`config.mk`:
```
export PLATFORM = sky130hd
export DESIGN_NAME = rcg_device_flat
export DESIGN_NICKNAME = d
export VERILOG_FILES = /design/src/inc/rcg_pkg.sv /design/src/inc/rcg_if.sv /design/src/rtl/rcg_device.sv /design/src/flat_wrapper.sv
export VERILOG_INCLUDE_DIRS = /design/src /design/src/inc
export SDC_FILE = /design/constraint.sdc
export NUM_CORES = 1
export LEC_CHECK = 0
export BUFFER_PORTS_ARGS = -buffer_cell sky130_fd_sc_hd__buf_2
export CAP_MARGIN = 20
export CORE_ASPECT_RATIO = 1.75
export CORE_MARGIN = 2
export CORE_UTILIZATION = 40
export DETAILED_ROUTE_END_ITERATION = 7
export PLACE_DENSITY = 0.9
export SYNTH_ARGS = -nofsm -noshare
export SYNTH_HDL_FRONTEND = slang
export SYNTH_SLANG_ARGS = --single-unit
```
`constraint.sdc`:
```
create_clock -name clk -period 1.8 [get_ports clk]
set_input_delay 0.36 -clock clk [delete_from_list [all_inputs] [get_ports clk]]
set_output_delay 0.36 -clock clk [all_outputs]
set_load 0.01 [all_outputs]
```
`src/inc/rcg_defs.svh`:
```
// Constants for the reset and core glue block
`ifndef RCG_DEFS_SVH
`define RCG_DEFS_SVH

`define RCG_CLK_MHZ         100
`define RCG_COLD_MIN_US     700
`define RCG_COLD_MIN_CYC    (`RCG_COLD_MIN_US * `RCG_CLK_MHZ)
`define RCG_WARM_MIN_CYC    4'hc
`define RCG_CNT_W           4
`define RCG_IRQ_NUM         50
`define RCG_INTLINES_W      5
`define RCG_INTLINES_VAL    5'h01
`define RCG_PRIO_BITS_W     4
`define RCG_PRIO_BITS_VAL   4'h3
`define RCG_AFSR_VAL        32'h0000_0000
`define RCG_DBG_PINS        5
`define RCG_DBG_RST_VAL     5'h1f
`define RCG_TRACE_PINS      5
`define RCG_TRACE_RST_VAL   5'h00
`define RCG_DBG_PORT_A_BIT_ZERO 0
`define RCG_DBG_PORT_B_BIT_ZERO 2

`endif

```
`src/inc/rcg_pkg.sv`:
```
// Types shared by both ends of the reset and core glue
package rcg_pkg;
    typedef enum logic [1:0] {
        RCG_ST_COLD = 2'h0,
        RCG_ST_RUN  = 2'h1,
        RCG_ST_WARM = 2'h2
    } rcg_dev_state_type;

    typedef enum logic [1:0] {
        RCG_BS_PWR  = 2'h0,
        RCG_BS_COLD = 2'h1,
        RCG_BS_RUN  = 2'h2,
        RCG_BS_WARM = 2'h3
    } rcg_brd_state_type;
endpackage

```
`src/inc/rcg_if.sv`:
```
// Link between the glue device and the board and core
`timescale 1ns/1ns
`default_nettype none
`include "rcg_defs.svh"
interface rcg_if;
    logic                      ext_reset_n;
    logic                      core_system_reset_request;
    logic                      core_halted_fault_out;
    logic                      core_event_out;
    logic                      deep_sleep_flag;
    logic                      core_excl_req;
    logic                      sys_reset_n;
    logic                      core_event_in;
    logic                      core_excl_okay;
    logic [`RCG_IRQ_NUM-1:0]   core_irq;

    modport dev (
        input  ext_reset_n, core_system_reset_request, core_halted_fault_out,
        input  core_event_out, deep_sleep_flag, core_excl_req,
        output sys_reset_n, core_event_in, core_excl_okay, core_irq
    );
    modport brd (
        output ext_reset_n, core_system_reset_request, core_halted_fault_out,
        output core_event_out, deep_sleep_flag, core_excl_req,
        input  sys_reset_n, core_event_in, core_excl_okay, core_irq
    );
endinterface
`default_nettype wire

```
`src/rtl/rcg_device.sv`:
```
// Device end: reset merging, core tie-offs and debug pin setup
//
// Operation
// - Any of pin, watchdog, core request resets
// - Core reset request runs normal system reset
// - Software avoids core reset request in slow
// - Pin low twelve clocks is valid reset
// - Cold reset pin low over 700 us
// - Pin held low until supplies stable
// - Halted-fault output unused; causes no reset
// - Auxiliary fault status always reads zero
// - Fifty interrupt lines; line count reads 00001
// - Three interrupt priority bits configured
// - Event signals unused; no event instructions
// - Deep-sleep output ignored; never set it
// - No exclusive access on data-code bus
// - Five debug pins after reset; trace off
// - Debug data pins stay driven in stop
// - Fault region: memory fault or hard fault
// - Cold-only state skipped by warm reset
// - PLL inactive after any reset until enabled
`timescale 1ns/1ns
`default_nettype none
`include "rcg_defs.svh"
module rcg_device (
    // Clock and power-on reset
    input  wire logic                          clk,
    input  wire logic                          rstn,
    // Link to board and core
    rcg_if.dev                                 lnk,
    // Other reset source
    input  wire logic                          wdt_reset_req,
    // Interrupt sources
    input  wire logic [`RCG_IRQ_NUM-1:0]       irq_src,
    // Software writes
    input  wire logic                          pll_enable_wr,
    input  wire logic                          pll_enable_val,
    input  wire logic                          port_func_wr,
    input  wire logic [`RCG_DBG_PINS-1:0]      dbg_func_val,
    input  wire logic [`RCG_TRACE_PINS-1:0]    trace_func_val,
    input  wire logic                          standby_drive_enable,
    input  wire logic                          stop_mode,
    input  wire logic                          cold_flag_clr,
    // Fault region access
    input  wire logic                          fault_region_access,
    input  wire logic                          mem_fault_enable,
    // Readbacks and status
    output logic [31:0]                        aux_fault_status,
    output logic [`RCG_INTLINES_W-1:0]         interrupt_line_count_field,
    output logic [`RCG_PRIO_BITS_W-1:0]        prio_bits,
    output logic                               in_reset,
    output logic                               cold_init,
    output logic                               clkgen_reset_flag,
    output logic                               pll_active,
    output logic [`RCG_DBG_PINS-1:0]           dbg_func,
    output logic [`RCG_TRACE_PINS-1:0]         trace_func,
    output logic [`RCG_DBG_PINS-1:0]           dbg_pin_oe,
    output logic                               mem_fault,
    output logic                               hard_fault
);
    logic                          pin_s1_ff;
    logic                          pin_s2_ff;
    logic [`RCG_CNT_W-1:0]         low_cnt_ff;
    logic [`RCG_CNT_W-1:0]         nxt_low_cnt;
    logic                          pin_valid;
    logic                          src_active;
    rcg_pkg::rcg_dev_state_type    state_ff;
    rcg_pkg::rcg_dev_state_type    nxt_state;
    logic                          sys_reset_n_ff;
    logic                          in_reset_ff;
    logic                          cold_init_ff;
    logic                          clkgen_flag_ff;
    logic                          pll_active_ff;
    logic [`RCG_DBG_PINS-1:0]      dbg_func_ff;
    logic [`RCG_TRACE_PINS-1:0]    trace_func_ff;
    logic [`RCG_DBG_PINS-1:0]      dbg_oe_ff;
    logic [`RCG_DBG_PINS-1:0]      nxt_dbg_oe;
    logic                          mem_fault_ff;
    logic                          hard_fault_ff;
    logic [`RCG_IRQ_NUM-1:0]       irq_ff;
    logic                          warm;

    // Pin synchroniser; first stage feeds only the second
    always_ff @(posedge clk or negedge rstn) begin
        if (!rstn) begin
            pin_s1_ff <= 1'b0;
            pin_s2_ff <= 1'b0;
        end else begin
            pin_s1_ff <= lnk.ext_reset_n;
            pin_s2_ff <= pin_s1_ff;
        end
    end

    // Saturating count of consecutive low samples
    always_comb begin
        if (pin_s2_ff) begin
            nxt_low_cnt = '0;
        end else if (low_cnt_ff != `RCG_WARM_MIN_CYC) begin
            nxt_low_cnt = low_cnt_ff + 4'h1;
        end else begin
            nxt_low_cnt = low_cnt_ff;
        end
    end

    always_ff @(posedge clk or negedge rstn) begin
        if (!rstn) begin
            low_cnt_ff <= '0;
        end else begin
            low_cnt_ff <= nxt_low_cnt;
        end
    end

    // Shorter glitches are filtered out rather than half-resetting
    assign pin_valid  = (low_cnt_ff == `RCG_WARM_MIN_CYC);
    // Halted-fault output deliberately absent from this term
    assign src_active = pin_valid | wdt_reset_req | lnk.core_system_reset_request;
    assign warm       = (state_ff == rcg_pkg::RCG_ST_WARM);

    // Reset sequencing; release only once all sources are quiet
    always_comb begin
        case (state_ff)
            rcg_pkg::RCG_ST_COLD: begin
                // Pin counts as low until the synchroniser has seen it high
                if (!src_active && pin_s2_ff) begin
                    nxt_state = rcg_pkg::RCG_ST_RUN;
                end else begin
                    nxt_state = rcg_pkg::RCG_ST_WARM;
                end
            end
            rcg_pkg::RCG_ST_RUN: begin
                nxt_state = src_active ? rcg_pkg::RCG_ST_WARM : rcg_pkg::RCG_ST_RUN;
            end
            rcg_pkg::RCG_ST_WARM: begin
                if (!src_active && pin_s2_ff) begin
                    nxt_state = rcg_pkg::RCG_ST_RUN;
                end else begin
                    nxt_state = rcg_pkg::RCG_ST_WARM;
                end
            end
            default: begin
                nxt_state = rcg_pkg::RCG_ST_COLD;
            end
        endcase
    end

    always_ff @(posedge clk or negedge rstn) begin
        if (!rstn) begin
            state_ff <= rcg_pkg::RCG_ST_COLD;
        end else begin
            state_ff <= nxt_state;
        end
    end

    // System reset output to the core
    always_ff @(posedge clk or negedge rstn) begin
        if (!rstn) begin
            sys_reset_n_ff <= 1'b0;
            in_reset_ff    <= 1'b1;
        end else begin
            sys_reset_n_ff <= (nxt_state == rcg_pkg::RCG_ST_RUN);
            in_reset_ff    <= (nxt_state != rcg_pkg::RCG_ST_RUN);
        end
    end

    // Cold-only state: untouched by warm reset
    always_ff @(posedge clk or negedge rstn) begin
        if (!rstn) begin
            cold_init_ff   <= 1'b0;
            clkgen_flag_ff <= 1'b1;
        end else begin
            cold_init_ff <= (state_ff == rcg_pkg::RCG_ST_COLD);
            if (cold_flag_clr) begin
                clkgen_flag_ff <= 1'b0;
            end
        end
    end

    // PLL stays off after any reset until software turns it on
    always_ff @(posedge clk or negedge rstn) begin
        if (!rstn) begin
            pll_active_ff <= 1'b0;
        end else if (warm) begin
            pll_active_ff <= 1'b0;
        end else if (pll_enable_wr) begin
            pll_active_ff <= pll_enable_val;
        end
    end

    // Pin functions: debug on after reset, trace only on request
    always_ff @(posedge clk or negedge rstn) begin
        if (!rstn) begin
            dbg_func_ff   <= `RCG_DBG_RST_VAL;
            trace_func_ff <= `RCG_TRACE_RST_VAL;
        end else if (warm) begin
            dbg_func_ff   <= `RCG_DBG_RST_VAL;
            trace_func_ff <= `RCG_TRACE_RST_VAL;
        end else if (port_func_wr) begin
            dbg_func_ff   <= dbg_func_val;
            trace_func_ff <= trace_func_val;
        end
    end

    // Stop mode drive: debug data pins ignore the standby enable
    always_comb begin
        nxt_dbg_oe = dbg_func_ff;
        if (stop_mode && !standby_drive_enable) begin
            nxt_dbg_oe = '0;
            nxt_dbg_oe[`RCG_DBG_PORT_A_BIT_ZERO] = dbg_func_ff[`RCG_DBG_PORT_A_BIT_ZERO];
            nxt_dbg_oe[`RCG_DBG_PORT_B_BIT_ZERO] = dbg_func_ff[`RCG_DBG_PORT_B_BIT_ZERO];
        end
    end

    always_ff @(posedge clk or negedge rstn) begin
        if (!rstn) begin
            dbg_oe_ff <= '0;
        end else begin
            dbg_oe_ff <= nxt_dbg_oe;
        end
    end

    // Fault region access routing, registered one cycle late
    always_ff @(posedge clk or negedge rstn) begin
        if (!rstn) begin
            mem_fault_ff  <= 1'b0;
            hard_fault_ff <= 1'b0;
        end else begin
            mem_fault_ff  <= fault_region_access & mem_fault_enable;
            hard_fault_ff <= fault_region_access & ~mem_fault_enable;
        end
    end

    // Interrupt lines registered to keep core inputs glitch free
    always_ff @(posedge clk or negedge rstn) begin
        if (!rstn) begin
            irq_ff <= '0;
        end else begin
            irq_ff <= irq_src;
        end
    end

    // Fixed configuration readbacks and core tie-offs
    always_ff @(posedge clk or negedge rstn) begin
        if (!rstn) begin
            aux_fault_status           <= `RCG_AFSR_VAL;
            interrupt_line_count_field <= `RCG_INTLINES_VAL;
            prio_bits                  <= `RCG_PRIO_BITS_VAL;
            lnk.core_event_in          <= 1'b0;
            lnk.core_excl_okay         <= 1'b0;
        end else begin
            aux_fault_status           <= `RCG_AFSR_VAL;
            interrupt_line_count_field <= `RCG_INTLINES_VAL;
            prio_bits                  <= `RCG_PRIO_BITS_VAL;
            // Event output and deep-sleep flag are never looked at
            lnk.core_event_in          <= 1'b0;
            lnk.core_excl_okay         <= 1'b0;
        end
    end

    assign lnk.sys_reset_n     = sys_reset_n_ff;
    assign lnk.core_irq        = irq_ff;
    assign in_reset            = in_reset_ff;
    assign cold_init           = cold_init_ff;
    assign clkgen_reset_flag   = clkgen_flag_ff;
    assign pll_active          = pll_active_ff;
    assign dbg_func            = dbg_func_ff;
    assign trace_func          = trace_func_ff;
    assign dbg_pin_oe          = dbg_oe_ff;
    assign mem_fault           = mem_fault_ff;
    assign hard_fault          = hard_fault_ff;
endmodule
`default_nettype wire

```
`src/flat_wrapper.sv`:
```
// flat-port wrapper written by rule: the top's interface ports become plain ports
module rcg_device_flat 
  (clk, rstn, wdt_reset_req, irq_src, pll_enable_wr, pll_enable_val, port_func_wr, dbg_func_val, trace_func_val, standby_drive_enable, stop_mode, cold_flag_clr, fault_region_access, mem_fault_enable, aux_fault_status, interrupt_line_count_field, prio_bits, in_reset, cold_init, clkgen_reset_flag, pll_active, dbg_func, trace_func, dbg_pin_oe, mem_fault, hard_fault, lnk_ext_reset_n, lnk_core_system_reset_request, lnk_core_halted_fault_out, lnk_core_event_out, lnk_deep_sleep_flag, lnk_core_excl_req, lnk_sys_reset_n, lnk_core_event_in, lnk_core_excl_okay, lnk_core_irq);
  rcg_if lnk_i ();
  input  wire logic clk;
  input  wire logic rstn;
  input  wire logic wdt_reset_req;
  input  wire logic [`RCG_IRQ_NUM-1:0] irq_src;
  input  wire logic pll_enable_wr;
  input  wire logic pll_enable_val;
  input  wire logic port_func_wr;
  input  wire logic [`RCG_DBG_PINS-1:0] dbg_func_val;
  input  wire logic [`RCG_TRACE_PINS-1:0] trace_func_val;
  input  wire logic standby_drive_enable;
  input  wire logic stop_mode;
  input  wire logic cold_flag_clr;
  input  wire logic fault_region_access;
  input  wire logic mem_fault_enable;
  output logic [31:0] aux_fault_status;
  output logic [`RCG_INTLINES_W-1:0] interrupt_line_count_field;
  output logic [`RCG_PRIO_BITS_W-1:0] prio_bits;
  output logic in_reset;
  output logic cold_init;
  output logic clkgen_reset_flag;
  output logic pll_active;
  output logic [`RCG_DBG_PINS-1:0] dbg_func;
  output logic [`RCG_TRACE_PINS-1:0] trace_func;
  output logic [`RCG_DBG_PINS-1:0] dbg_pin_oe;
  output logic mem_fault;
  output logic hard_fault;
  input wire logic [$bits(lnk_i.ext_reset_n)-1:0] lnk_ext_reset_n;
  input wire logic [$bits(lnk_i.core_system_reset_request)-1:0] lnk_core_system_reset_request;
  input wire logic [$bits(lnk_i.core_halted_fault_out)-1:0] lnk_core_halted_fault_out;
  input wire logic [$bits(lnk_i.core_event_out)-1:0] lnk_core_event_out;
  input wire logic [$bits(lnk_i.deep_sleep_flag)-1:0] lnk_deep_sleep_flag;
  input wire logic [$bits(lnk_i.core_excl_req)-1:0] lnk_core_excl_req;
  output wire logic [$bits(lnk_i.sys_reset_n)-1:0] lnk_sys_reset_n;
  output wire logic [$bits(lnk_i.core_event_in)-1:0] lnk_core_event_in;
  output wire logic [$bits(lnk_i.core_excl_okay)-1:0] lnk_core_excl_okay;
  output wire logic [$bits(lnk_i.core_irq)-1:0] lnk_core_irq;
  assign lnk_i.ext_reset_n = lnk_ext_reset_n;
  assign lnk_i.core_system_reset_request = lnk_core_system_reset_request;
  assign lnk_i.core_halted_fault_out = lnk_core_halted_fault_out;
  assign lnk_i.core_event_out = lnk_core_event_out;
  assign lnk_i.deep_sleep_flag = lnk_deep_sleep_flag;
  assign lnk_i.core_excl_req = lnk_core_excl_req;
  assign lnk_sys_reset_n = lnk_i.sys_reset_n;
  assign lnk_core_event_in = lnk_i.core_event_in;
  assign lnk_core_excl_okay = lnk_i.core_excl_okay;
  assign lnk_core_irq = lnk_i.core_irq;
  rcg_device u_core (.clk(clk), .rstn(rstn), .lnk(lnk_i), .wdt_reset_req(wdt_reset_req), .irq_src(irq_src), .pll_enable_wr(pll_enable_wr), .pll_enable_val(pll_enable_val), .port_func_wr(port_func_wr), .dbg_func_val(dbg_func_val), .trace_func_val(trace_func_val), .standby_drive_enable(standby_drive_enable), .stop_mode(stop_mode), .cold_flag_clr(cold_flag_clr), .fault_region_access(fault_region_access), .mem_fault_enable(mem_fault_enable), .aux_fault_status(aux_fault_status), .interrupt_line_count_field(interrupt_line_count_field), .prio_bits(prio_bits), .in_reset(in_reset), .cold_init(cold_init), .clkgen_reset_flag(clkgen_reset_flag), .pll_active(pll_active), .dbg_func(dbg_func), .trace_func(trace_func), .dbg_pin_oe(dbg_pin_oe), .mem_fault(mem_fault), .hard_fault(hard_fault));
endmodule
```
# Yosys cells after proc, flatten, opt, wreduce, memory -nomap -nowiden
# Cells that the tools add are included.
# word_totals
regBits	80
input_bits	77
# classes
addsub	1
n_eq_ne	6
n_mux	12
bitwise	5
reduce_logical	9
# ops
operator	count
$mux 5	5
$mux 4	2
$reduce_bool 2->1	3
$add 4x1->4 const B	1
$eq 2x1->1 const B	2
$eq 4x4->1 const B	1
$mux 2	2
$ne 4x4->1 const B	1
$pmux 2 s2	1
$and 1x1->1	2
$eq 2x2->1 const B	1
$logic_and 1x1->1	2
$logic_not 1->1	2
$logic_not 2->1	1
$mux 1	2
$ne 2x1->1 const B	1
$or 1x1->1	2
$reduce_or 2->1	1
$not 1->1	1

# Longest topological paths before layout
# logic_depth
ltp_word	8
depth_mapped	5
ltp_nobuf	5

# Worst setup path after synthesis
# No wires, ideal clock.
# synth_path
path_kind	register -> register
startpoint	reg u_core.low_cnt_ff[0]
endpoint	reg u_core.state_ff[1]
arrival_ns	1.225
required_ns	1.666
path_slack_ns	0.441
path_stages_with_launch	6
path_buffers	0
synth_period_minus_slack_ns	1.359
path_cell_list	dfrtp_1 > inv_1 > ha_1 > a311oi_2 > a21o_2 > o21ai_0
# synth_between
elab_chain_len	7
# synth_lines
element	line_no	rtl
from (decl)	rcg_device.sv:63	logic [`RCG_CNT_W-1:0] low_cnt_ff;
from (signal assigned)	rcg_device.sv:109	low_cnt_ff <= nxt_low_cnt;
$eq 4x4->1 (no line) *	-	
$or 1x1->1 * (2 in a row)	rcg_device.sv:116	assign src_active = pin_valid | wdt_reset_req | lnk.core_system_reset_request;
$logic_not 1->1	rcg_device.sv:124, rcg_device.sv:134	
$logic_and 1x1->1	rcg_device.sv:124, rcg_device.sv:134	
$mux 2	rcg_device.sv:124, rcg_device.sv:134	
$pmux 2 s2 *	rcg_device.sv:121	case (state_ff)
net u_core.nxt_state[1]	rcg_device.sv:68	rcg_pkg::rcg_dev_state_type nxt_state;
to (signal assigned)	rcg_device.sv:148	state_ff <= rcg_pkg::RCG_ST_COLD;
to (signal assigned)	rcg_device.sv:150	state_ff <= nxt_state;
to (decl)	rcg_device.sv:67	rcg_pkg::rcg_dev_state_type state_ff;
# The timed path passes the listed nets; every way through them passes the cells marked *.
# A chain may end at the register's enable or synchronous reset.

# Worst setup path in the final report
# Ends and elaborated chain as after synthesis.

==> run metrics <==
status finished clean; max_cap viols 0; reg2reg path depth 5; DR pass1 iterations 4; Ys Warns 0; WS Path Type reg2reg; P per Cell Area 1150 nW/um^2; clk root buf clkbuf_16; TritonCTS sink count 80; initial DRC count 119; Post-Syn Instances 184; Post-DP HPWL 4.09 mm; Clock Power Share 46.2%; Comb pwr share 8.5%; Psw 906 uW; cell with the most instances after synthesis dfrtp_1; detailed-route vias per instance 4.17; Setup TNS 0 ps; FF+latch count, synth 80; top sig layer met5; CORE AREA 6590 um^2; Synth area leader dfrtp_1; # nets final 414; Arr. time, crit path 1700 ps; Synth area leaders dfrtp_1 67%, buf_4 12%, dfstp_2 6.7%, mux2i_1 4.4%, nor2_1 1.4%; pin count of the biggest net entering global routing 81; gr usage total 15.0%; Worst setup EP type register; IO Pins 192; CTS HTree Levels 3; GRT Residual Overflow 0; placed cells 406; type of origin of the critical path register; Switching Fraction 21.1%; Clock Latency Late Sink 320 ps; clock skew after layout 3.10 ps; Mean Syn Cell Area 14.9 um^2; share of power burned in registers 45.3%; share of layout cells above drive strength 1 50.0%; # DRC 0; TritonCTS clock tree built; Post-CTS Repair Setup Buffers 0; RSZ-0062 raised after global routing no; CTS clk-pin slew, worst paths 60 ps; vias in the first global route 1701; Tcrit/Tclk final 83.5%; main flop type after synthesis dfrtp_1; Die X 66.5 um; Crit Reg-Reg Startpoint u_core.low_cnt_ff[0]; Hold Fails Final Rpt 0; DR vias 1768; routability-driven placement congestion ratio 0.703; drt total wl 5.35 mm; Die ar. 7540 um^2; Hold-fix buffers, CTS 0; final setup fails 0; met3 routed WL 737 um; global-route wire length before repair 8.04 mm; M1 WL 1.81 mm; Starting Density 41.5%; die height 113 um; min Tclk post-route 1500 ps; Final Max Tran Viols 0; CP required 1990 ps; sequential-to-total area share from yosys stat 73.5%; Post-synth EDFFs 0; async set-or-reset flop fraction in the synthesized netlist 100%; total internal power 3380 uW; # resized after CTS 0; Max Root-Sink Buffers 2; top cell type's share of synthesized area 66.8%; synth unique cells 23; reg2reg end u_core.state_ff[1]; Max Freq 665 MHz; Routed Antenna Nets 0; Area growth syn-to-layout 36.7%; setup slack, reg-to-reg 300 ps; Port Buffers 144; Max VDD drop 0.717 mV; # rows 39; Leakage 0.00201 uW; WL met2 2.70 mm; maximum net fanout on the critical path 5; total CTS buffers 9; Hold/Removal Path Class in2async; antenna violations before repair 3; synth cell count leaders 73 x dfrtp_1, 45 x buf_4, 12 x mux2i_1, 10 x nor2_1; Netlist Area Pre-Place 2730 um^2; WL per Instance 12.6 um; Non-Filler Instances 424
placed cells by master, fill, tap and decap left out:
cell | synthesis | routed
o21ai_0 | 1 | 1
diode_2 | 0 | 2
and2_1 | 4 | 4
buf_12 | 0 | 1
a21oi_1 | 1 | 1
nand3_1 | 2 | 2
nand2b_1 | 2 | 2
clkinv_2 | 0 | 1
nor3b_1 | 1 | 1
clkbuf_16 | 0 | 9
a31oi_1 | 1 | 1
clkbuf_8 | 0 | 3
o211a_1 | 2 | 2
conb_1 | 2 | 43
dfstp_2 | 7 | 7
inv_1 | 3 | 3
inv_6 | 0 | 1
nand2_1 | 7 | 7
a21o_2 | 1 | 1
nor2b_1 | 3 | 3
nor3_1 | 2 | 2
mux2i_1 | 12 | 12
nor2_1 | 10 | 10
buf_4 | 45 | 1
bufinv_16 | 0 | 2
buf_2 | 1 | 143
a311oi_2 | 1 | 1
xnor2_1 | 1 | 1
ha_1 | 2 | 2
dfrtp_1 | 73 | 73
logic make-up (layout without fill, tap and decap cells):
logic type | count (synthesis) | after routing | share of synthesized area, %
flip-flops | 80 | 80 | 73.5
buffers and inverters | 49 | 164 | 13.0
AND/OR/NAND/NOR | 31 | 31 | 5.40
multiplexers | 12 | 12 | 4.39
AO/OA/AOI/OAI | 7 | 7 | 2.20
adder cells (fa/ha/maj) | 2 | 2 | 0.915
other | 2 | 45 | 0.275
XOR/XNOR | 1 | 1 | 0.320
layer usage:
| metal | up-vias | track usage, % |
|---|---|---|
| met5 | - | 0 |
| met4 | 2 | 7.35 |
| met3 | 9 | 8.15 |
| met2 | 138 | 24.3 |
| met1 | 818 | 15.3 |
| li1 | 801 | - |
worst max-delay path, stage by stage (launching register included):
cell	delay, ps
dfrtp_1	430
inv_1	70
ha_1	250
a311oi_2	390
a21o_2	180
o21ai_0	70
sequential cells by signal, indices dropped and copies added (netlist names):
name and cells:
u_core.in_reset 1, u_core.mem_fault 1, u_core.lnk.sys_reset_n 1, u_core.hard_fault 1, u_core.pll_active 1, u_core.low_cnt_ff 4
u_core.trace_func 5, u_core.dbg_func 5, u_core.pin_s1_ff 1, u_core.dbg_pin_oe 5, u_core.cold_init 1, u_core.lnk.core_irq 50
u_core.pin_s2_ff 1, u_core.state_ff 2, u_core.clkgen_reset_flag 1
worst max-delay path by stage:
stage / start / endpoint / cells after the start / slack (ps)
2_1_floorplan: u_core.low_cnt_ff[0] / u_core.state_ff[1] / 5 / 440
3_3_place_gp: u_core.low_cnt_ff[0] / u_core.state_ff[1] / 5 / 400
3_5_place_dp: u_core.low_cnt_ff[0] / u_core.state_ff[1] / 5 / 330
4_1_cts: u_core.low_cnt_ff[0] / u_core.state_ff[1] / 5 / 310
5_1_grt: u_core.low_cnt_ff[0] / u_core.state_ff[1] / 5 / 240
6_report: u_core.low_cnt_ff[0] / u_core.state_ff[1] / 5 / 300
final cells by class:
cell class,count,area [um^2]
repair buffers,145,743
fillers,523,2850
diodes,2,5.00
flip-flops and latches,80,2010
inverters,3,11.3
multi-input cells,96,523
clock buffers,12,267
well taps,82,103
clock inverters,4,73.8
metrics by stage:
| step | hold slack [ps] | power, uW | util, % | worst slack (ps) | instance area, um^2 |
|---|---|---|---|---|---|
| 3_5_place_dp | 336 | 2340 | 51.5 | 329 | 3390 |
| 6_report | 48.5 | 4290 | 56.7 | 297 | 3740 |
| 4_1_cts | 62.1 | 4350 | 56.6 | 313 | 3730 |
| 3_3_place_gp | 336 | 2320 | 51.5 | 398 | 3390 |
| 5_1_grt | 70.2 | 4470 | 56.7 | 238 | 3730 |
| 2_1_floorplan | 64.4 | 2190 | - | 441 | 2890 |
power groups by stage:
stage | Clock [uW] | Combinational [uW] | Sequential (uW)
finish | 1980 | 363 | 1940
global route | 2110 | 404 | 1950
CTS | 2040 | 369 | 1940
detailed placement | 0 | 368 | 1970
global placement | 0 | 354 | 1970
floorplan | 0 | 175 | 2010
Note: power is estimated with default switching activity, not from simulation.
